`config.mk`:
```
export PLATFORM = sky130hd
export DESIGN_NAME = channel_offset_gain_calibration_regs
export DESIGN_NICKNAME = d
export VERILOG_FILES = /design/src/shared/cal_regs_pkg.sv /design/src/core/channel_offset_gain_calibration_regs.sv
export SDC_FILE = /design/constraint.sdc
export NUM_CORES = 1
export LEC_CHECK = 0
export BUFFER_PORTS_ARGS = -buffer_cell sky130_fd_sc_hd__buf_2
export CORE_ASPECT_RATIO = 0.6
export CORE_MARGIN = 10
export CORE_UTILIZATION = 42
export CTS_CLUSTER_DIAMETER = 60
export DETAILED_ROUTE_END_ITERATION = 7
export PLACE_DENSITY = 0.76
export SYNTH_ARGS = -nofsm -noshare
export SYNTH_HDL_FRONTEND = slang
export SYNTH_SLANG_ARGS = --single-unit
```
`constraint.sdc`:
```
create_clock -name clk -period 1.9 [get_ports clk]
set_clock_uncertainty 0.05 [all_clocks]
set_input_delay 0 -clock clk [delete_from_list [all_inputs] [get_ports clk]]
set_output_delay 0 -clock clk [all_outputs]
set_load 0.01 [all_outputs]
```
`src/shared/cal_regs_pkg.sv`:
```
// Purpose: constants and carriers for the channel calibration register bank
// Assumes: word-addressed registers, index times four gives the byte address
// Notes:   none
package cal_regs_pkg;
   // ----------------------------------------
   // register indices
   // ----------------------------------------
   localparam logic [7:0] IDX_OFFSET_UPPER = 8'h19;
   localparam logic [7:0] IDX_OFFSET_LOWER = 8'h1A;
   localparam logic [7:0] IDX_GAIN_UPPER   = 8'h1B;
   localparam logic [7:0] IDX_GAIN_LOWER   = 8'h1C;
   localparam int         ADDR_W           = 10;
   // ----------------------------------------
   // field layout and reset values
   // ----------------------------------------
   localparam int          LOW_FIELD_MSB   = 15;
   localparam int          LOW_FIELD_LSB   = 8;
   localparam logic [15:0] LOW_FIELD_MASK  = 16'hFF00;
   localparam logic [15:0] RST_OFFSET_UPPER = 16'h0000;
   localparam logic [15:0] RST_OFFSET_LOWER = 16'h0000;
   localparam logic [15:0] RST_GAIN_UPPER   = 16'h8000;
   localparam logic [15:0] RST_GAIN_LOWER   = 16'h0000;
   localparam logic [31:0] UNMAPPED_READ    = 32'h0000_0000;

   typedef struct packed {
      logic signed [23:0] offset_corr;
      logic        [23:0] gain_corr;
   } cal_values_s;

   typedef struct packed {
      logic        read;
      logic        write;
      logic [ADDR_W-1:0] address;
      logic [3:0]  byteenable;
      logic [31:0] writedata;
   } avmm_req_s;
endpackage : cal_regs_pkg

```
`src/core/channel_offset_gain_calibration_regs.sv`:
```
// Purpose: calibration register bank for one channel (offset and gain constants)
// Assumes: Avalon-MM slave, 32-bit data, one access accepted per two cycles
// Notes:   constants leave on cal_out; arithmetic on them lives elsewhere
//
// Functional notes
// RULE1: offset upper register at 19h holds offset bits 23:8, reset zero.
// RULE2: offset lower register at 1Ah bits 15:8 hold offset bits 7:0, read/write.
// RULE3: assembled 24-bit offset is a signed two's complement value.
// RULE4: gain upper register at 1Bh resets to 8000h, unity gain.
// RULE5: gain upper register holds gain bits 23:8 in all sixteen bits.
// RULE6: gain lower register at 1Ch bits 15:8 hold gain bits 7:0, reset zero.
// RULE7: gain is unsigned fraction 0.0 to below 2.0, lsb is 2^-23.
// RULE8: offset upper register resets to 0000h.
// RULE9: lower registers bits 7:0 read zero and ignore writes.
//
// Design decision made here: the Avalon-MM slave port.
`timescale 1ns/100ps
module channel_offset_gain_calibration_regs #(
   parameter int ADDR_W = cal_regs_pkg::ADDR_W
) (
   // clock, reset, enable
   input  wire logic                     clk,
   input  wire logic                     sys_rst,
   input  wire logic                     clk_en,
   // avalon-mm slave
   input  wire logic [ADDR_W-1:0]        avs_address,
   input  wire logic                     avs_read,
   input  wire logic                     avs_write,
   input  wire logic [3:0]               avs_byteenable,
   input  wire logic [31:0]              avs_writedata,
   output logic      [31:0]              avs_readdata,
   output logic                          avs_waitrequest,
   // calibration constants
   output cal_regs_pkg::cal_values_s     cal_out
);
   // ----------------------------------------
   // elaboration check
   // ----------------------------------------
   if (ADDR_W < 7) begin : g_bad_addr
      $error("address width too small for register indices");
   end
   if (ADDR_W != cal_regs_pkg::ADDR_W) begin : g_bad_carrier
      $error("address width must match the request carrier");
   end

   // ----------------------------------------
   // helpers
   // ----------------------------------------
   // merge write data into a 16-bit register under byte enables and a mask
   function automatic logic [15:0] merge16(input logic [15:0] old_v,
                                           input logic [15:0] wd,
                                           input logic [1:0]  be,
                                           input logic [15:0] keep_mask);
      logic [15:0] lane_m;
      lane_m = {{8{be[1]}}, {8{be[0]}}} & keep_mask;
      return (old_v & ~lane_m) | (wd & lane_m);
   endfunction : merge16

   function automatic logic is_idx(input logic [ADDR_W-1:0] a, input logic [7:0] idx);
      logic [ADDR_W-1:0] want;
      want = ADDR_W'({idx, 2'b00});
      return a == want;
   endfunction : is_idx

   // ----------------------------------------
   // bus decode
   // ----------------------------------------
   cal_regs_pkg::avmm_req_s req;
   logic [15:0] off_up_r;
   logic [15:0] off_lo_r;
   logic [15:0] gain_up_r;
   logic [15:0] gain_lo_r;
   logic [31:0] rdata_r;
   logic        ack_r;
   logic [15:0] off_up_nxt;
   logic [15:0] off_lo_nxt;
   logic [15:0] gain_up_nxt;
   logic [15:0] gain_lo_nxt;
   logic [31:0] rdata_nxt;

   assign req = '{read: avs_read, write: avs_write, address: avs_address,
                  byteenable: avs_byteenable, writedata: avs_writedata};

   // access completes on the cycle ack_r is high; waitrequest drops then
   wire take      = clk_en && !ack_r && (req.read || req.write);
   wire wr_go     = take && req.write;
   wire hit_ou    = is_idx(req.address, cal_regs_pkg::IDX_OFFSET_UPPER);
   wire hit_ol    = is_idx(req.address, cal_regs_pkg::IDX_OFFSET_LOWER);
   wire hit_gu    = is_idx(req.address, cal_regs_pkg::IDX_GAIN_UPPER);
   wire hit_gl    = is_idx(req.address, cal_regs_pkg::IDX_GAIN_LOWER);
   wire [15:0] wd16 = req.writedata[15:0];
   wire [1:0]  be16 = req.byteenable[1:0];

   assign off_up_nxt  = (wr_go && hit_ou) ? merge16(off_up_r, wd16, be16, 16'hFFFF) : off_up_r; // RULE1
   assign off_lo_nxt  = (wr_go && hit_ol) ?
                        merge16(off_lo_r, wd16, be16, cal_regs_pkg::LOW_FIELD_MASK) : off_lo_r; // RULE2 RULE9
   assign gain_up_nxt = (wr_go && hit_gu) ? merge16(gain_up_r, wd16, be16, 16'hFFFF) : gain_up_r; // RULE5
   assign gain_lo_nxt = (wr_go && hit_gl) ?
                        merge16(gain_lo_r, wd16, be16, cal_regs_pkg::LOW_FIELD_MASK) : gain_lo_r; // RULE6 RULE9

   // unmapped addresses read zero and swallow writes
   wire [15:0] rsel = hit_ou ? off_up_r  :
                      hit_ol ? (off_lo_r & cal_regs_pkg::LOW_FIELD_MASK) : // RULE9
                      hit_gu ? gain_up_r :
                      hit_gl ? (gain_lo_r & cal_regs_pkg::LOW_FIELD_MASK) : 16'h0000;
   wire mapped = hit_ou || hit_ol || hit_gu || hit_gl;
   assign rdata_nxt = (take && req.read) ?
                      (mapped ? {16'h0000, rsel} : cal_regs_pkg::UNMAPPED_READ) : rdata_r;

   // ----------------------------------------
   // registers
   // ----------------------------------------
   always_ff @(posedge clk) begin
      if (sys_rst) begin
         off_up_r  <= cal_regs_pkg::RST_OFFSET_UPPER; // RULE8
         off_lo_r  <= cal_regs_pkg::RST_OFFSET_LOWER;
         gain_up_r <= cal_regs_pkg::RST_GAIN_UPPER; // RULE4
         gain_lo_r <= cal_regs_pkg::RST_GAIN_LOWER; // RULE6
      end else if (clk_en) begin
         off_up_r  <= off_up_nxt;
         off_lo_r  <= off_lo_nxt;
         gain_up_r <= gain_up_nxt;
         gain_lo_r <= gain_lo_nxt;
      end
   end

   always_ff @(posedge clk) begin
      if (sys_rst) begin
         ack_r   <= 1'b0;
         rdata_r <= 32'h0000_0000;
      end else if (clk_en) begin
         ack_r   <= take;
         rdata_r <= rdata_nxt;
      end
   end

   // ----------------------------------------
   // outputs
   // ----------------------------------------
   // registered waitrequest: high except in the answering cycle
   logic wait_r;
   always_ff @(posedge clk) begin
      if (sys_rst) begin
         wait_r <= 1'b1;
      end else if (clk_en) begin
         wait_r <= !take;
      end
   end
   assign avs_waitrequest = wait_r;
   assign avs_readdata    = rdata_r;

   // signed offset, unsigned gain q1.23; both wired straight from registers
   localparam int LF_HI = cal_regs_pkg::LOW_FIELD_MSB;
   localparam int LF_LO = cal_regs_pkg::LOW_FIELD_LSB;
   wire [23:0] off_word  = {off_up_r, off_lo_r[LF_HI:LF_LO]}; // RULE1 RULE2
   wire [23:0] gain_word = {gain_up_r, gain_lo_r[LF_HI:LF_LO]}; // RULE5 RULE6
   assign cal_out = '{offset_corr: $signed(off_word), gain_corr: gain_word}; // RULE3 RULE7

   // ----------------------------------------
   // checks
   // ----------------------------------------
   property p_off_up_reset;
      @(posedge clk) sys_rst |=> (off_up_r == 16'h0000);
   endproperty
   a_off_up_reset: assert property (p_off_up_reset) else $error("offset upper not cleared by reset"); // RULE8

   property p_gain_reset;
      @(posedge clk) sys_rst |=> (cal_out.gain_corr == 24'h800000);
   endproperty
   a_gain_reset: assert property (p_gain_reset) else $error("gain not unity after reset"); // RULE4

   property p_off_up_write;
      @(posedge clk) disable iff (sys_rst)
         (wr_go && hit_ou && be16 == 2'b11) |=> (cal_out.offset_corr[23:8] == $past(wd16));
   endproperty
   a_off_up_write: assert property (p_off_up_write) else $error("offset upper write lost"); // RULE1

   property p_off_lo_write;
      @(posedge clk) disable iff (sys_rst)
         (wr_go && hit_ol && be16[1]) |=> (cal_out.offset_corr[7:0] == $past(wd16[15:8]));
   endproperty
   a_off_lo_write: assert property (p_off_lo_write) else $error("offset low bits write lost"); // RULE2

   property p_gain_up_write;
      @(posedge clk) disable iff (sys_rst)
         (wr_go && hit_gu && be16 == 2'b11) |=> (cal_out.gain_corr[23:8] == $past(wd16));
   endproperty
   a_gain_up_write: assert property (p_gain_up_write) else $error("gain upper write lost"); // RULE5

   property p_gain_lo_write;
      @(posedge clk) disable iff (sys_rst)
         (wr_go && hit_gl && be16[1]) |=> (cal_out.gain_corr[7:0] == $past(wd16[15:8]));
   endproperty
   a_gain_lo_write: assert property (p_gain_lo_write) else $error("gain low bits write lost"); // RULE6

   property p_low_reserved;
      @(posedge clk) disable iff (sys_rst)
         (take && req.read && (hit_ol || hit_gl)) |=> (avs_readdata[7:0] == 8'h00) && !avs_waitrequest;
   endproperty
   a_low_reserved: assert property (p_low_reserved) else $error("reserved low bits read nonzero"); // RULE9

   property p_offset_sign;
      @(posedge clk) disable iff (sys_rst)
         (cal_out.offset_corr < 0) == off_up_r[15];
   endproperty
   a_offset_sign: assert property (p_offset_sign) else $error("offset sign not from top bit"); // RULE3

   property p_gain_stable;
      @(posedge clk) disable iff (sys_rst)
         !(wr_go && (hit_gu || hit_gl)) |=> $stable(cal_out.gain_corr);
   endproperty
   a_gain_stable: assert property (p_gain_stable) else $error("gain changed without a write"); // RULE7

   property p_answer_bound;
      @(posedge clk) disable iff (sys_rst)
         ((avs_read || avs_write) && clk_en && avs_waitrequest) |-> ##[1:2] !avs_waitrequest;
   endproperty
   a_answer_bound: assert property (p_answer_bound) else $error("access not answered in time");

   property p_off_lo_reset;
      @(posedge clk) sys_rst |=> (off_lo_r == 16'h0000);
   endproperty
   a_off_lo_reset: assert property (p_off_lo_reset) else $error("offset lower not cleared by reset"); // RULE2

   property p_gain_up_rst;
      @(posedge clk) sys_rst |=> (gain_up_r == 16'h8000);
   endproperty
   a_gain_up_rst: assert property (p_gain_up_rst) else $error("gain upper not unity after reset"); // RULE4

   property p_gain_lo_reset;
      @(posedge clk) sys_rst |=> (gain_lo_r == 16'h0000);
   endproperty
   a_gain_lo_reset: assert property (p_gain_lo_reset) else $error("gain lower not cleared by reset"); // RULE6

   property p_offset_reset;
      @(posedge clk) sys_rst |=> (cal_out.offset_corr == 24'h000000);
   endproperty
   a_offset_reset: assert property (p_offset_reset) else $error("offset not zero after reset"); // RULE8

   property p_bus_reset;
      @(posedge clk) sys_rst |=> (avs_waitrequest && (avs_readdata == 32'h0000_0000));
   endproperty
   a_bus_reset: assert property (p_bus_reset) else $error("bus outputs not idle after reset");

   property p_off_lo_spare;
      @(posedge clk) disable iff (sys_rst)
         (off_lo_r[7:0] == 8'h00);
   endproperty
   a_off_lo_spare: assert property (p_off_lo_spare) else $error("offset lower spare bits not zero"); // RULE9

   property p_gain_lo_spare;
      @(posedge clk) disable iff (sys_rst)
         (gain_lo_r[7:0] == 8'h00);
   endproperty
   a_gain_lo_spare: assert property (p_gain_lo_spare) else $error("gain lower spare bits not zero"); // RULE9

   property p_off_stable;
      @(posedge clk) disable iff (sys_rst)
         !(wr_go && (hit_ou || hit_ol)) |=> $stable(cal_out.offset_corr);
   endproperty
   a_off_stable: assert property (p_off_stable) else $error("offset changed without a write"); // RULE1

   property p_off_up_low_lane;
      @(posedge clk) disable iff (sys_rst)
         (wr_go && hit_ou && be16 == 2'b01) |=> (off_up_r == {$past(off_up_r[15:8]), $past(wd16[7:0])});
   endproperty
   a_off_up_low_lane: assert property (p_off_up_low_lane) else $error("offset upper low lane wrong"); // RULE1

   property p_off_up_high_lane;
      @(posedge clk) disable iff (sys_rst)
         (wr_go && hit_ou && be16 == 2'b10) |=> (off_up_r == {$past(wd16[15:8]), $past(off_up_r[7:0])});
   endproperty
   a_off_up_high_lane: assert property (p_off_up_high_lane) else $error("offset upper high lane wrong"); // RULE1

   property p_gain_up_low_lane;
      @(posedge clk) disable iff (sys_rst)
         (wr_go && hit_gu && be16 == 2'b01) |=> (gain_up_r == {$past(gain_up_r[15:8]), $past(wd16[7:0])});
   endproperty
   a_gain_up_low_lane: assert property (p_gain_up_low_lane) else $error("gain upper low lane wrong"); // RULE5

   property p_gain_up_high_lane;
      @(posedge clk) disable iff (sys_rst)
         (wr_go && hit_gu && be16 == 2'b10) |=> (gain_up_r == {$past(wd16[15:8]), $past(gain_up_r[7:0])});
   endproperty
   a_gain_up_high_lane: assert property (p_gain_up_high_lane) else $error("gain upper high lane wrong"); // RULE5

   property p_off_lo_lane;
      @(posedge clk) disable iff (sys_rst)
         (wr_go && hit_ol && !be16[1]) |=> $stable(off_lo_r);
   endproperty
   a_off_lo_lane: assert property (p_off_lo_lane) else $error("offset lower changed by low lane"); // RULE2

   property p_gain_lo_lane;
      @(posedge clk) disable iff (sys_rst)
         (wr_go && hit_gl && !be16[1]) |=> $stable(gain_lo_r);
   endproperty
   a_gain_lo_lane: assert property (p_gain_lo_lane) else $error("gain lower changed by low lane"); // RULE6

   property p_rd_off_up;
      @(posedge clk) disable iff (sys_rst)
         (take && req.read && hit_ou) |=> (avs_readdata == {16'h0000, $past(off_up_r)});
   endproperty
   a_rd_off_up: assert property (p_rd_off_up) else $error("offset upper read wrong"); // RULE1

   property p_rd_off_lo;
      @(posedge clk) disable iff (sys_rst)
         (take && req.read && hit_ol) |=> (avs_readdata[15:8] == $past(off_lo_r[15:8]));
   endproperty
   a_rd_off_lo: assert property (p_rd_off_lo) else $error("offset lower read wrong"); // RULE2

   property p_rd_gain_up;
      @(posedge clk) disable iff (sys_rst)
         (take && req.read && hit_gu) |=> (avs_readdata == {16'h0000, $past(gain_up_r)});
   endproperty
   a_rd_gain_up: assert property (p_rd_gain_up) else $error("gain upper read wrong"); // RULE5

   property p_rd_gain_lo;
      @(posedge clk) disable iff (sys_rst)
         (take && req.read && hit_gl) |=> (avs_readdata[15:8] == $past(gain_lo_r[15:8]));
   endproperty
   a_rd_gain_lo: assert property (p_rd_gain_lo) else $error("gain lower read wrong"); // RULE6

   property p_rd_unmapped;
      @(posedge clk) disable iff (sys_rst)
         (take && req.read && !mapped) |=> (avs_readdata == 32'h0000_0000);
   endproperty
   a_rd_unmapped: assert property (p_rd_unmapped) else $error("unmapped read not zero");

   property p_rd_upper_zero;
      @(posedge clk) disable iff (sys_rst)
         (take && req.read) |=> (avs_readdata[31:16] == 16'h0000);
   endproperty
   a_rd_upper_zero: assert property (p_rd_upper_zero) else $error("read data upper half not zero");

   property p_wr_unmapped;
      @(posedge clk) disable iff (sys_rst)
         (wr_go && !mapped) |=> $stable(cal_out);
   endproperty
   a_wr_unmapped: assert property (p_wr_unmapped) else $error("unmapped write changed a register");

   property p_freeze;
      @(posedge clk) disable iff (sys_rst)
         !clk_en |=> ($stable(cal_out) && $stable(avs_readdata) && $stable(avs_waitrequest));
   endproperty
   a_freeze: assert property (p_freeze) else $error("state moved while enable low");

   property p_wait_one;
      @(posedge clk) disable iff (sys_rst)
         (!avs_waitrequest && clk_en) |=> avs_waitrequest;
   endproperty
   a_wait_one: assert property (p_wait_one) else $error("answer cycle longer than one");

   property p_read_quiet;
      @(posedge clk) disable iff (sys_rst)
         (take && req.read) |=> $stable(cal_out);
   endproperty
   a_read_quiet: assert property (p_read_quiet) else $error("read changed a register");

   property p_rd_hold;
      @(posedge clk) disable iff (sys_rst)
         !(take && req.read) |=> $stable(avs_readdata);
   endproperty
   a_rd_hold: assert property (p_rd_hold) else $error("read data changed without a read");
endmodule : channel_offset_gain_calibration_regs

```
Yosys cells after proc, flatten, opt, wreduce, memory -nomap -nowiden
Index checks and enable logic that the tools add are counted.
{"block": "op_classes", "n_eq_ne": 4, "mux": 5, "bitwise_logic": 12, "reduce_logical": 19}
{"op": "$and 16x16->16", "n": 6}
{"op": "$mux 16", "n": 5}
{"op": "$or 16x16->16", "n": 4}
{"op": "$eq 10x7->1 const B", "n": 4}
{"op": "$not 16->16", "n": 2}
{"op": "$reduce_and 2->1", "n": 5}
{"op": "$logic_and 1x1->1", "n": 8}
{"op": "$logic_or 1x1->1", "n": 4}
{"op": "$logic_not 1->1", "n": 2}
{"block": "totals", "register_bits": 98, "in_bits": 51, "output_inout_bits": 81, "elab_cells": 47}

Longest topological paths before layout
{"block": "logic_depth", "depth_word": 6, "mapped_depth": 6}

Least setup slack after synthesis
No wires, ideal clock.
{"block": "synth_timing", "path_kind": "register to register", "startpoint": "register ack_r", "endpoint": "register (tool-made name)", "setup_time_ns": 0.120, "t_arrival_ns": 1.695, "required_ns": 1.730, "setup_slack_ns": 0.035, "path_stages_with_launch": 4, "n_path_buf": 0, "period_less_slack_ns": 1.865, "path_cell_list": "dfxtp_1 > nor4b_4 > nand4_4 > a211o_1"}
{"element": "from (decl)", "line_no": "channel_offset_gain_calibration_regs.sv:74", "source": "logic ack_r;"}
{"element": "from (signal assigned)", "line_no": "channel_offset_gain_calibration_regs.sv:132", "source": "ack_r <= take;"}

==> summary.txt <==
CTS
  – Root Buffer: clkbuf_16
  – Clock tree buffer depth: 2
  – TritonCTS Buffers: 9
  – Clock transition at path regs: 0.06 ns
  – Clock sink count: 66
  – CTS tree: yes
  – Post-CTS Setup Inserts: 0
  – H-tree depth: 3
  – Latest clock arrival within the worst-skew pair: 0.33 ns

Run status
  – Outcome: finished clean

Setup path
  – Worst path max stage delay: 0.33 ns
  – R2R Path Start: ack_r
  – CP cell instances: nor4b_4 -> buf_4 -> nand4_4 -> mux2i_1 -> nor2_1
  – Critical path fanouts, max: 8
  – CP Data Arrival Time: 1.80 ns
  – Crit path max-delay cell type: dfxtp_1
  – Critical path required time: 2.05 ns
  – Crit end category: register
  – Worst Setup Path Type: reg2reg
  – R2R Setup Slk: 0.24 ns
  – Crit path launch type: register
  – Worst reg2reg path depth: 5

Global route
  – Initial antenna violation count: 0
  – First-pass GRT wire length: 14350 um
  – GRT Residual Overflow: 0
  – Vias in the first global route: 2652
  – GRT Util Overall: 0.1650
  – Largest net degree at the start of global routing: 33

Synthesis
  – Yosys top cell by area: dfxtp_1
  – Main area contributors after synthesis: dfxtp_1, mux2i_1, nor2_1, buf_4, nand4_4
  – Synthesis-stage register bit count: 66
  – Synth top area share: 0.4501
  – Synthesized area: 2935 um2
  – Yosys cell types: 31
  – YS warnings: 0
  – Syn Area/Cell: 10.16 um2
  – Sequential-to-total area share from yosys stat: 0.4501
  – Mapped Cells: 289

Routing
  – 1st-iter DRT viols: 162
  – Via count: 2512
  – Total wire length: 8772 um
  – # DRC: 0
  – Via-per-instance ratio: 5.014
  – Post-DRT Antenna Nets: 0
  – Pre-Repair DR Iteration Count: 5
  – Mean routed wirelength per cell: 17.51 um

Cells and area
  – Most frequent cells in the layout: buf_2, dfxtp_1, mux2i_1
  – Final core occ: 0.5884
  – N_diodes: 0
  – Share of cells above drive strength 1: 0.3237
  – Design Area, Final: 3963 um2
  – Area delta synth->final: 35.00%
  – Post-Layout Cell Count: 501
  – Fin nets: 460
  – Commonest non-fill, non-tap cell in the layout: buf_2

Timing
  – Setup ws final: 0.2438 ns
  – Final Setup Violations: 0
  – Count of final hold-check violations: 0
  – RSZ-0062 raised after global routing: no
  – Slew at the pin closest to its max-slew limit: 0.6392 ns
  – Relative slew slack: 0.5730
  – Worst Hold Slack: 0.03096 ns
  – Max Clk Rate: 0.6038 GHz
  – Period Utilization, post-route: 0.8717
  – Final min period: 1.656 ns
  – Max Slew Vio Count: 0
  – TNS Setup: 0 ns

Placed design
  – Placed cells: 467
  – Placed inst area: 3478 um2
  – HPWL Detailed: 6770 um
  – Setup Slack @ Placement: 0.2358 ns
  – Port bufs: 97
  – Final GP Congestion: 0.8082

Job
  – Max_cap viols: 0

Pwr
  – PwrDens: 821.0 nW/um2
  – IR drop worst, VDD: 0.4629 mV
  – PnR Total Power: 3.253 mW
  – Leakage dissipation: 2.180 nW

Worst hold path
  – HP Start: sys_rst
  – Hold depth: 2
  – Hold Crit Class: in2reg

Floorplan
  – Rows: 23
  – Die Area: 10840 um2
  – Core area: 6734 um2
  – Starting Density: 0.4359
  – Die Ht: 84.76 um
  – Chip width: 127.9 um
  – IO Pins: 132
metal layers:
layer,GRT usage,vias to the layer above,wire length [um]
met3,0.07533,10,876
met4,0.04684,0,97
met1,0.2083,1183,3959
met2,0.2470,90,3839
li1,-,1229,-
met5,0,-,0
synthesized netlist by cell type, drive strengths merged:
master	count
and4b	4
nor2	50
nand3	1
nand4b	1
a21oi	2
a211o	1
nor2b	3
a22oi	14
or3	1
o21ai	17
nor4b	2
nand2	10
or2b	1
and3	1
clkbuf	13
and2	3
buf	18
nor4bb	1
mux2	1
and3b	1
conb	1
dfxtp	66
mux2i	55
nand2b	2
nand4	6
a22o	9
and2b	1
xnor2	1
inv	3
layout make-up:
type	instances	area, um2
clock buffers	9	225.2
inverters	3	11.26
flip-flops and latches	66	1321
multi-input cells	204	1476
fillers	610	2771
repair buffers	125	740.7
clock inverters	7	78.83
well taps	87	108.9
worst max-delay path: cells and delay by family, from the launching register on:
family	cells	cell delay (ns)
multiplexers	1	0.28
flip-flops	1	0.33
AND/OR/NAND/NOR	3	0.62
buffers and inverters	1	0.25
report_power, final:
group          internal [mW]  switching (mW)  leakage, nW
registers               1.39         0.00243        0.532
logic                 0.0880           0.122         1.51
clock network           1.02           0.630        0.138
repair_timing:
action,in CTS,in global routing
endpoints found under the hold margin,49,0
resized for setup,0,0
hold buffers,18,0
worst max-delay path by stage:
stage | startpoint | to | slack (ns) | depth (start not counted)
finish | ack_r | register | 0.24 | 5
CTS | ack_r | register | 0.18 | 5
global placement | ack_r | register | 0.28 | 4
global route | ack_r | avs_readdata[0] | 0.11 | 5
detailed placement | ack_r | register | 0.24 | 5
floorplan | ack_r | register | 0.04 | 3
cells by family (layout without fill, tap and decap cells):
| logic type | count (synthesis) | after routing | synth area share |
|---|---|---|---|
| and+or+nand+nor | 88 | 88 | 0.1901 |
| AOI/OAI and AO/OA | 43 | 43 | 0.09804 |
| buffers and inverters | 34 | 144 | 0.06606 |
| DFF | 66 | 66 | 0.4501 |
| xor gates and xnor gates | 1 | 1 | 0.002984 |
| other | 1 | 16 | 0.001278 |
| muxes | 56 | 56 | 0.1914 |
No activity file was read; power rests on OpenSTA's default activity.
